`config.mk`:
```
export PLATFORM = sky130hd
export DESIGN_NAME = ext_irq_top
export DESIGN_NICKNAME = d
export VERILOG_FILES = /design/src/hw/ext_irq_channel.v /design/src/hw/ext_irq_top.v
export VERILOG_INCLUDE_DIRS = /design/src /design/src/hw
export SDC_FILE = /design/constraint.sdc
export NUM_CORES = 1
export LEC_CHECK = 0
export ABC_AREA = 1
export BUFFER_PORTS_ARGS = -buffer_cell sky130_fd_sc_hd__buf_2
export CORE_MARGIN = 4
export CORE_UTILIZATION = 55
export DETAILED_ROUTE_END_ITERATION = 7
export GPL_TIMING_DRIVEN = 0
export HOLD_SLACK_MARGIN = 0.02
export PLACE_DENSITY = 0.79
export SETUP_SLACK_MARGIN = 0.02
export SYNTH_ARGS = -nofsm -noshare
export SYNTH_HDL_FRONTEND = slang
export SYNTH_SLANG_ARGS = --single-unit
```
`constraint.sdc`:
```
create_clock -name I_MCLK -period 2 [get_ports I_MCLK]
set_clock_uncertainty 0.15 [all_clocks]
set_input_delay 0.1 -clock I_MCLK [delete_from_list [all_inputs] [get_ports I_MCLK]]
set_output_delay 0.1 -clock I_MCLK [all_outputs]
set_load 0.02 [all_outputs]
```
`src/hw/ext_irq_map.vh`:
```
// Functional notes
// first input active low when cfg bit 3 is 0, active high when 1.
// second input active low when cfg bit 7 is 0, active high when 1.
// sense-type bit 1 gives edge mode, 0 gives level mode.
// cfg bits 2-0 and 6-4 pick the port-0 pin for each input.
// pin sampling is independent of crossbar and never disturbs the pin.
// crossbar gives no pin to a peripheral while its skip bit is 1.
// pending flags sit at timer control bits 1 and 3.
// edge mode pending flag clears in hardware when the cpu vectors.
// level mode pending flag follows the active level of the input.
// level source holds its input active until the request is recognised.
// level source drops its input before the service routine ends.
// software should skip irq pins, use open-drain, and latch them high.
// edge mode synchronises the pin and sets pending on inactive-to-active edge.
// request reaches cpu only with its mask bit and global enable set.
// priority bit 0 selects low level, 1 selects high level.
`ifndef EXT_IRQ_MAP_VH
`define EXT_IRQ_MAP_VH
// ==========================================
// register addresses
`define CFG_ADDR 8'he4
`define TCTL_ADDR 8'h88
`define IE_ADDR 8'ha8
`define IP_ADDR 8'hb8
`define SKIP_ADDR 8'hd4
// ==========================================
// field positions and reset values
`define CFG_RESET 8'h01
`define CFG_FIRST_POL 3
`define CFG_SECOND_POL 7
`define TCTL_FIRST_TYPE 0
`define TCTL_FIRST_PEND 1
`define TCTL_SECOND_TYPE 2
`define TCTL_SECOND_PEND 3
`define IE_FIRST_MASK 0
`define IE_SECOND_MASK 2
`define IE_GLOBAL 7
`define IP_FIRST_PRIO 0
`define IP_SECOND_PRIO 2
`define IP_RESET 8'h80
`endif

```
`src/hw/ext_irq_channel.v`:
```
`timescale 1ns/100ps
`default_nettype none
// ==========================================
// one external interrupt channel: pin select, sync, sense
module ext_irq_channel (
   input wire i_clk,
   input wire i_rst_n,
   input wire [7:0] i_port,
   input wire [2:0] i_sel,
   input wire i_pol,
   input wire i_edge,
   input wire i_clr,
   input wire i_sw_wr,
   input wire i_sw_val,
   output wire o_pending
);
   reg [2:0] sync_ff;
   reg act_ff;
   reg pend_ff;
   wire [2:0] nxt_sync;
   wire stable;
   wire level_act;
   wire rise;
   // pin only read, never driven, so the crossbar owner is undisturbed
   assign nxt_sync = {sync_ff[1:0], i_port[i_sel]};
   // accept a change only when stage two and three agree
   assign stable = (sync_ff[1] == sync_ff[2]);
   assign level_act = i_pol ? sync_ff[2] : ~sync_ff[2];
   assign rise = stable & level_act & ~act_ff;
   // filtered active level and pending flag
   always @(posedge i_clk) begin
      if (!i_rst_n) begin
         // match the pulled-up idle pin so no false edge follows reset
         sync_ff <= 3'h7;
         act_ff <= 1'b0;
         pend_ff <= 1'b0;
      end else begin
         sync_ff <= nxt_sync;
         if (stable) begin
            act_ff <= level_act;
         end
         if (!i_edge) begin
            pend_ff <= stable ? level_act : act_ff;
         end else if (rise) begin
            pend_ff <= 1'b1; // set beats clear R13
         end else if (i_clr) begin
            pend_ff <= 1'b0;
         end else if (i_sw_wr) begin
            pend_ff <= i_sw_val;
         end
      end
   end
   assign o_pending = pend_ff;
endmodule
`default_nettype wire

```
`src/hw/ext_irq_top.v`:
```
`timescale 1ns/100ps
`default_nettype none
`include "ext_irq_map.vh"
// ==========================================
// two external interrupt inputs with sfr access
module ext_irq_top (
   // clock and reset
   input wire I_MCLK,
   input wire I_RST_N,
   // port 0 pins, sampled only
   input wire [7:0] I_PORT0,
   // sfr bus
   input wire I_SFR_WR,
   input wire I_SFR_RD,
   input wire [7:0] I_SFR_ADDR,
   input wire [7:0] I_SFR_WDATA,
   output reg [7:0] O_SFR_RDATA,
   // cpu vector acknowledge
   input wire I_ACK_FIRST,
   input wire I_ACK_SECOND,
   // requests to cpu
   output reg O_REQ_FIRST,
   output reg O_REQ_SECOND,
   output reg O_PRIO_FIRST,
   output reg O_PRIO_SECOND,
   // crossbar skip mask
   output reg [7:0] O_XBAR_SKIP
);
   reg [7:0] cfg_ff;
   reg [1:0] type_ff;
   reg [7:0] ie_ff;
   reg [6:0] ip_ff;
   reg [7:0] skip_ff;
   wire [1:0] pend;
   wire [1:0] pend_wr;
   wire [7:0] tctl_rd;
   reg [7:0] nxt_rdata;
   wire tctl_wr;
   assign tctl_wr = I_SFR_WR & (I_SFR_ADDR == `TCTL_ADDR);
   assign pend_wr = {tctl_wr, tctl_wr};
   // ==========================================
   // channels
   ext_irq_channel u_first (
      .i_clk(I_MCLK),
      .i_rst_n(I_RST_N),
      .i_port(I_PORT0),
      .i_sel(cfg_ff[2:0]),
      .i_pol(cfg_ff[`CFG_FIRST_POL]),
      .i_edge(type_ff[0]),
      .i_clr(I_ACK_FIRST),
      .i_sw_wr(pend_wr[0]),
      .i_sw_val(I_SFR_WDATA[`TCTL_FIRST_PEND]),
      .o_pending(pend[0])
   );
   ext_irq_channel u_second (
      .i_clk(I_MCLK),
      .i_rst_n(I_RST_N),
      .i_port(I_PORT0),
      .i_sel(cfg_ff[6:4]),
      .i_pol(cfg_ff[`CFG_SECOND_POL]),
      .i_edge(type_ff[1]),
      .i_clr(I_ACK_SECOND),
      .i_sw_wr(pend_wr[1]),
      .i_sw_val(I_SFR_WDATA[`TCTL_SECOND_PEND]),
      .o_pending(pend[1])
   );
   // other timer control bits belong to the timers and read zero here
   assign tctl_rd = {4'h0, pend[1], type_ff[1], pend[0], type_ff[0]};
   // ==========================================
   // register writes
   always @(posedge I_MCLK) begin
      if (!I_RST_N) begin
         cfg_ff <= `CFG_RESET;
         type_ff <= 2'h0;
         ie_ff <= 8'h00;
         ip_ff <= 7'h00;
         skip_ff <= 8'h00;
      end else if (I_SFR_WR) begin
         case (I_SFR_ADDR)
            `CFG_ADDR: begin
               cfg_ff <= I_SFR_WDATA;
            end
            `TCTL_ADDR: begin
               type_ff <= {I_SFR_WDATA[`TCTL_SECOND_TYPE], I_SFR_WDATA[`TCTL_FIRST_TYPE]};
            end
            `IE_ADDR: begin
               ie_ff <= I_SFR_WDATA;
            end
            `IP_ADDR: begin
               ip_ff <= I_SFR_WDATA[6:0];
            end
            `SKIP_ADDR: begin
               skip_ff <= I_SFR_WDATA;
            end
            default: begin
               skip_ff <= skip_ff;
            end
         endcase
      end
   end
   // read mux; unmapped reads give zero
   always @* begin
      case (I_SFR_ADDR)
         `CFG_ADDR: nxt_rdata = cfg_ff;
         `TCTL_ADDR: nxt_rdata = tctl_rd;
         `IE_ADDR: nxt_rdata = ie_ff;
         `IP_ADDR: nxt_rdata = {1'b1, ip_ff};
         `SKIP_ADDR: nxt_rdata = skip_ff;
         default: nxt_rdata = 8'h00;
      endcase
   end
   // registered outputs
   always @(posedge I_MCLK) begin
      if (!I_RST_N) begin
         O_SFR_RDATA <= 8'h00;
         O_REQ_FIRST <= 1'b0;
         O_REQ_SECOND <= 1'b0;
         O_PRIO_FIRST <= 1'b0;
         O_PRIO_SECOND <= 1'b0;
         O_XBAR_SKIP <= 8'h00;
      end else begin
         if (I_SFR_RD) begin
            O_SFR_RDATA <= nxt_rdata;
         end
         O_REQ_FIRST <= pend[0] & ie_ff[`IE_FIRST_MASK] & ie_ff[`IE_GLOBAL];
         O_REQ_SECOND <= pend[1] & ie_ff[`IE_SECOND_MASK] & ie_ff[`IE_GLOBAL];
         O_PRIO_FIRST <= ip_ff[`IP_FIRST_PRIO];
         O_PRIO_SECOND <= ip_ff[`IP_SECOND_PRIO];
         O_XBAR_SKIP <= skip_ff;
      end
   end
endmodule
`default_nettype wire

```
## Yosys cells after proc, flatten, opt, wreduce, memory -nomap -nowiden

Cells that the tools add are included.

| cells by class | value |
|---|---|
| reduce and logical (&&, ||, !) cells | 5 |
| bitwise logic cells | 13 |
| muxes and demuxes | 17 |
| order comparisons | 2 |
| equality and inequality tests | 9 |

Operators by type and width:

| operator | count |
|---|---|
| equality test 8 bit, second input constant | 5 |
| case mux 8 bit (5 select lines) | 1 |
| 2-to-1 mux 1 bit | 14 |
| AND reduction 2 bit | 5 |
| bitwise AND 1 bit | 9 |
| less-than comparator 3 x 4 -> 1 bit, second input constant | 2 |
| inequality test 4 x 2 -> 1 bit, second input constant | 2 |
| binary-select mux 1 bit (select 3 bit) | 2 |
| NOT 1 bit | 4 |
| equality test 1 bit | 2 |

| storage, ports and cells | value |
|---|---|
| word-level logic and storage cells | 63 |
| register bits | 63 |
| output and inout port bits | 20 |
| input port bits | 30 |

## Logic depth before layout (Yosys ltp)

| depth | value |
|---|---|
| depth after elaboration | 6 |
| gate-level depth with buffers | 8 |
| gate-level depth less buffers | 8 |

## By module

Synthesis repeated with hierarchy kept, for this count alone.

| unflattened totals | value |
|---|---|
| cell total of the unflattened synthesis | 392 |
| area, all modules | 2,775.2 sq um |

By module, submodules not included:

| module | seq. area each (sq um) | instances | area each (sq um) | cells each |
|---|---|---|---|---|
| ext_irq_top | 1,061.0 | 1 | 2,197.1 | 296 |
| ext_irq_channel | 100.1 | 2 | 289.0 | 48 |

## Worst setup path after synthesis

Ideal clock, no wire load.

| timing path | value |
|---|---|
| kind | reg2reg |
| from | register u_second.sync_ff[2] |
| to | register u_second.pend_ff (netlist: u_second.o_pending) |
| arrival time | 962 ps |
| path buffers | 0 |
| clock period less this slack | 1,225 ps |
| library setup time | 113 ps |
| data required time | 1,737 ps |
| slack | 775 ps |
| cell stages (with the launch flop) | 8 |
| cells stage by stage | dfxtp_1 > or2_2 > nand2_1 > nand3b_1 > nand3_1 > nand2_1 > nand2_1 > nor2_1 |

| between the ends | value |
|---|---|
| cells in the longest elaborated chain, start to end | 6 |
| elaborated cells on any way between the ends | 9 |
| those cells by class | eq/ne: 2; mux: 4; bitwise: 3 |

Ends and longest elaborated chain:

| item | line | text |
|---|---|---|
| start, declared | ext_irq_channel.v:17 | `reg [2:0] sync_ff;` |
| start signal, assigned | ext_irq_channel.v:38 | `sync_ff <= nxt_sync;` |
| NOT 1 bit | ext_irq_channel.v:28 | `assign level_act = i_pol ? sync_ff[2] : ~sync_ff[2];` |
| 2-to-1 mux 1 bit | ext_irq_channel.v:28 |  |
| bitwise AND 1 bit (2 in a row) | ext_irq_channel.v:29 | `assign rise = stable & level_act & ~act_ff;` |
| 2-to-1 mux 1 bit | ext_irq_channel.v:44 | `end else if (rise) begin` |
| 2-to-1 mux 1 bit | ext_irq_channel.v:42 | `if (!i_edge) begin` |
| end signal, assigned | ext_irq_channel.v:43 | `pend_ff <= stable ? level_act : act_ff;` |
| end signal, assigned | ext_irq_channel.v:49 | `pend_ff <= i_sw_val;` |
| end, declared | ext_irq_channel.v:19 | `reg pend_ff;` |

Several ways; a longest one is shown, not always the timed one.
A chain may end at the register's enable or synchronous reset.

## Worst setup path in the final report

| timing path | value |
|---|---|
| from | register cfg_ff[0] |
| to | register u_first.sync_ff[0] |

| between the ends | value |
|---|---|
| cells in the longest elaborated chain, start to end | 2 |

Ends and longest elaborated chain:

| item | line | text |
|---|---|---|
| start, declared | ext_irq_top.v:29 | `reg [7:0] cfg_ff;` |
| start signal, assigned | ext_irq_top.v:73 | `` cfg_ff <= `CFG_RESET; `` |
| binary-select mux 1 bit (select 3 bit) | ext_irq_channel.v:25 | `assign nxt_sync = {sync_ff[1:0], i_port[i_sel]};` |
| 2-to-1 mux 1 bit (implied by the code) | ext_irq_channel.v:25 |  |
| end signal, assigned | ext_irq_channel.v:38 |  |
| end, declared | ext_irq_channel.v:17 |  |

No other way between the ends. The select of a mux whose other input is x is not followed.

==> results by stage <==
Global routing:
- Global routing used between 20% and 30% of the available tracks.
- The number of global-route vias before repair is 2656.
- The first-pass GRT wire length is 12300 µm.
- The initial antenna violation count is 0.
- The total overflow left after global routing is 0.
- Entering global routing, the biggest net connects 13 pins.

Pwr:
- The total leakage power is 1.56 nW.
- The worst IR drop on VDD is 0.669 mV.
- The power per unit of standard cell area is approximately 750 nW/µm².

Synth:
- The biggest area contributor in the post-synthesis netlist is dfxtp_1.
- The mean instance size in the synthesized netlist is ~7.5 µm².
- Yosys printed 0 warnings.
- The area share of xor/xnor cells in the synthesized design is 0%.
- The adder and majority cell fraction of the synthesized area is 0%.
- The synthesized netlist devotes 25.1% of its cell area to simple gates.
- The post-synthesis cell count is approximately 370.
- The fraction of the yosys area taken by sequential cells is 45.2%.
- After synthesis the cells add up to roughly 2800 µm².
- After synthesis, the netlist uses 18 different library cells.
- The post-synthesis sequential element count is 63.
- After synthesis, the largest family of logic cells by area is simple AND/OR/NAND/NOR gates.
- Summing the areas of all compound-gate instances in the mapped netlist gives between 10% and 20% of the synthesized area.
- When the netlist entered floorplanning its net count stood at 404.
- The top-area cell type share of the netlist area is 45.2%.
- By area the synthesized netlist is led by dfxtp_1 45%, a21oi_1 8.4%, inv_1 8.2%, nand2_1 7.9%, nand3_1 7.2%.
- Measured against the total synthesized area, the mux share comes to 0%.

Setup path:
- The largest fanout on the critical path is 6.
- Counting cells, the worst reg-to-reg path comes to 6.
- The start-to-end type of the worst setup path is flip-flop to flip-flop.
- The arrival time of data at the critical path endpoint is approximately 1800 ps.
- The startpoint type of the worst setup path is a flip-flop.
- Tracing the worst setup path back leads to its startpoint at cfg_ff[0].
- The endpoint identified for the worst register-to-register timing path is u_first.sync_ff[0].
- The nature of the critical path endpoint is a flip-flop.
- The most critical setup path has its endpoint at u_first.sync_ff[0].
- The reg-to-reg startpoint is cfg_ff[0].
- The data required time at the worst endpoint is 2050 ps.
- The register-to-register setup slack is between 200 and 250 ps.

Route:
- The routed layout has about 2800 vias.
- For this block, the initial DRC count from the detailed router was 185.
- The detailed-routed wire length on met2 is between 3000 and 4000 µm.
- Before antenna repair, the detailed router went through 7 iterations.
- The overall routed net length is between 7000 and 8000 µm.
- The detailed-route vias per instance is about 5.3.
- The wire length per cell after detailed routing is roughly 14 µm.
- The total length of routed met3 wires is around 500 µm.
- For this run, design rule violations remaining after detail routing come to 0.
- The number of antenna-violating nets in the routed design is 0.
- The top routing layer in use is met4.
- The total routed wire length on the met1 layer is approximately 3300 µm.

Clock tree:
- The clock passes through at most 2 buffers.
- Clock-pin slew was measured on the worst setup and hold paths at around 70 ps.
- The clock net sink count is 63.
- The post-CTS repair timing setup buffer count is 0.
- The post-cts repair resize count is 0.
- TritonCTS built the clock tree.
- In this run the number of H-tree levels came out at 3.
- The post-cts hold buffer count is 23.
- TritonCTS created 9 clock buffers.
- Clock latency on the worst-skew pair, taken at its later pin, is 340 ps.
- The cell sitting at the root of the clock tree is a clkbuf_8.

Die:
- The starting density of the core is between 50 and 60%.
- The area inside the core boundary is around 4800 µm².
- The floorplan has 25 rows.
- The die covers 6280 µm².
- Pin placement for this block handled 50 I/O pins.
- The vertical die dimension is about 80 µm.
- The die width is 79.2 µm.

Timing:
- The peak clock frequency supported by timing is around 560 MHz.
- The total negative setup slack is 0 ps.
- The final count of hold timing violations is 0.
- Of the available clock period, the critical path in the final layout requires 89.7%.
- Measured against its own limit, the worst slew margin works out to 65.8%.
- Across all hold checks on the routed design, the worst slack comes to around 56 ps.
- The smallest clock period supported by the final layout is computed as about 1800 ps.
- The transition time at the pin with the least slew margin is 512 ps.
- The final setup violation count is 0.
- The number of max-slew violations in the final report came to 0.
- Setup repair after global routing left no endpoint under its margin.

Layout:
- Relative to the synthesized area, the layout overhead comes to 27.8%.
- The number of filler instances in the final layout is ~380.
- The number of antenna diodes in the final layout is 0.
- The library cells used most frequently in the layout, excluding fill and tap cells, are 63 x dfxtp_1, 61 x inv_1, 59 x nand2_1.
- Across the whole layout, storage elements account for about 1300 µm².
- Of the cells placed in the final design, the portion with a size suffix greater than 1 is between 20% and 30%.
- After the last flow step, the layout net total stands at 486.
- Leaving out fill and tap cells, the most frequent cell in the layout is dfxtp_1.
- The multi-input combinational cells in the finished layout cover a total of 1210 µm².
- The final core utilization is 74.1%.

Flow run:
- The reported max-cap violation count is 0.

Place:
- The total of buffers placed on input and output ports is 48.
- Summed over all nets, the half-perimeter wirelength after detailed placement is roughly 5300 µm.
- The final weighted congestion in routability-driven placement is around 0.97.

Outcome:
- The run finished with clean final reports.

Hold path:
- In this run the worst hold path is classified as primary input to flip-flop.
-- where the power goes --
group	switching (mW)	internal, mW	total, mW	leakage, nW
Sequential	0.00597	1.27	1.27	0.509
Combinational	0.117	0.0809	0.198	0.947
Clock	0.512	0.702	1.21	0.105
-- flip-flops by register name, indices dropped and copies added, names as in the netlist --
register	cells
O_PRIO_FIRST	1
O_PRIO_SECOND	1
O_REQ_FIRST	1
O_REQ_SECOND	1
O_SFR_RDATA	8
O_XBAR_SKIP	8
cfg_ff	8
ie_ff	8
ip_ff	7
skip_ff	8
type_ff	2
u_first.act_ff	1
u_first.o_pending	1
u_first.sync_ff	3
u_second.act_ff	1
u_second.o_pending	1
u_second.sync_ff	3
-- stage by stage --
step | area [µm²] | setup slack, ps | power (mW) | cells
after detailed placement | 3120 | 583 | 1.46 | 489
after global placement | 3120 | 621 | 1.46 | 489
after floorplan | 2790 | 775 | 1.39 | 374
final | 3570 | 207 | 2.68 | 528
after CTS | 3570 | 286 | 2.69 | 528
after global routing | 3570 | 162 | 2.77 | 528
-- layer usage --
layer  up-vias  track usage, %
li1       1383               -
met4         0            9.11
met3        12            6.58
met5         -               0
met2       115            41.5
met1      1291            32.0
-- worst min path at each step --
stage / startpoint / end / slack, ps / depth (start not counted)
2_1_floorplan: I_SFR_WDATA[0] / cfg_ff[0] / 80 / 2
4_1_cts: I_RST_N / u_first.o_pending / 30 / 3
3_3_place_gp: u_second.sync_ff[0] / u_second.sync_ff[1] / 250 / 1
3_5_place_dp: u_first.sync_ff[0] / u_first.sync_ff[1] / 250 / 1
6_report: I_RST_N / u_second.o_pending / 60 / 3
5_1_grt: I_RST_N / u_first.o_pending / 70 / 3
-- layout make-up --
cell class,instances,area share [%]
clock inverter,7,2.74
timing repair buffer,71,13.2
multi-input combinational,237,33.8
clock buffer,9,3.47
sequential,63,35.4
tap,67,2.35
buffer,13,2.63
inverter,61,6.42
-- cell usage after synthesis --
cell type  count
dfxtp_1       63
inv_1         61
nand2_1       59
a21oi_1       47
nand3_1       40
o21ai_0       33
o21ai_1       16
nor2_1        12
clkbuf_1       7
nand2_2        7
buf_6          6
nor2_4         6
or2_2          6
o22ai_1        4
nand3_2        2
nand3_4        2
nand3b_1       2
nor3_4         1
-- critical path, cell delays in order (launching register included) --
cell,delay (ps)
dfxtp_1,440
inv_1,180
nand2_1,90
nand3_1,70
dlygate4sd3_1,570
nand3_1,80
nand3_1,70
-- logic make-up (layout without fill, tap and decap cells) --
kind of cell,after synthesis,count (layout)
AND/OR/NAND/NOR,137,137
AO/OA/AOI/OAI,100,100
buffers and inverters,74,161
flip-flops,63,63
Power figures use the tool's default switching activity.
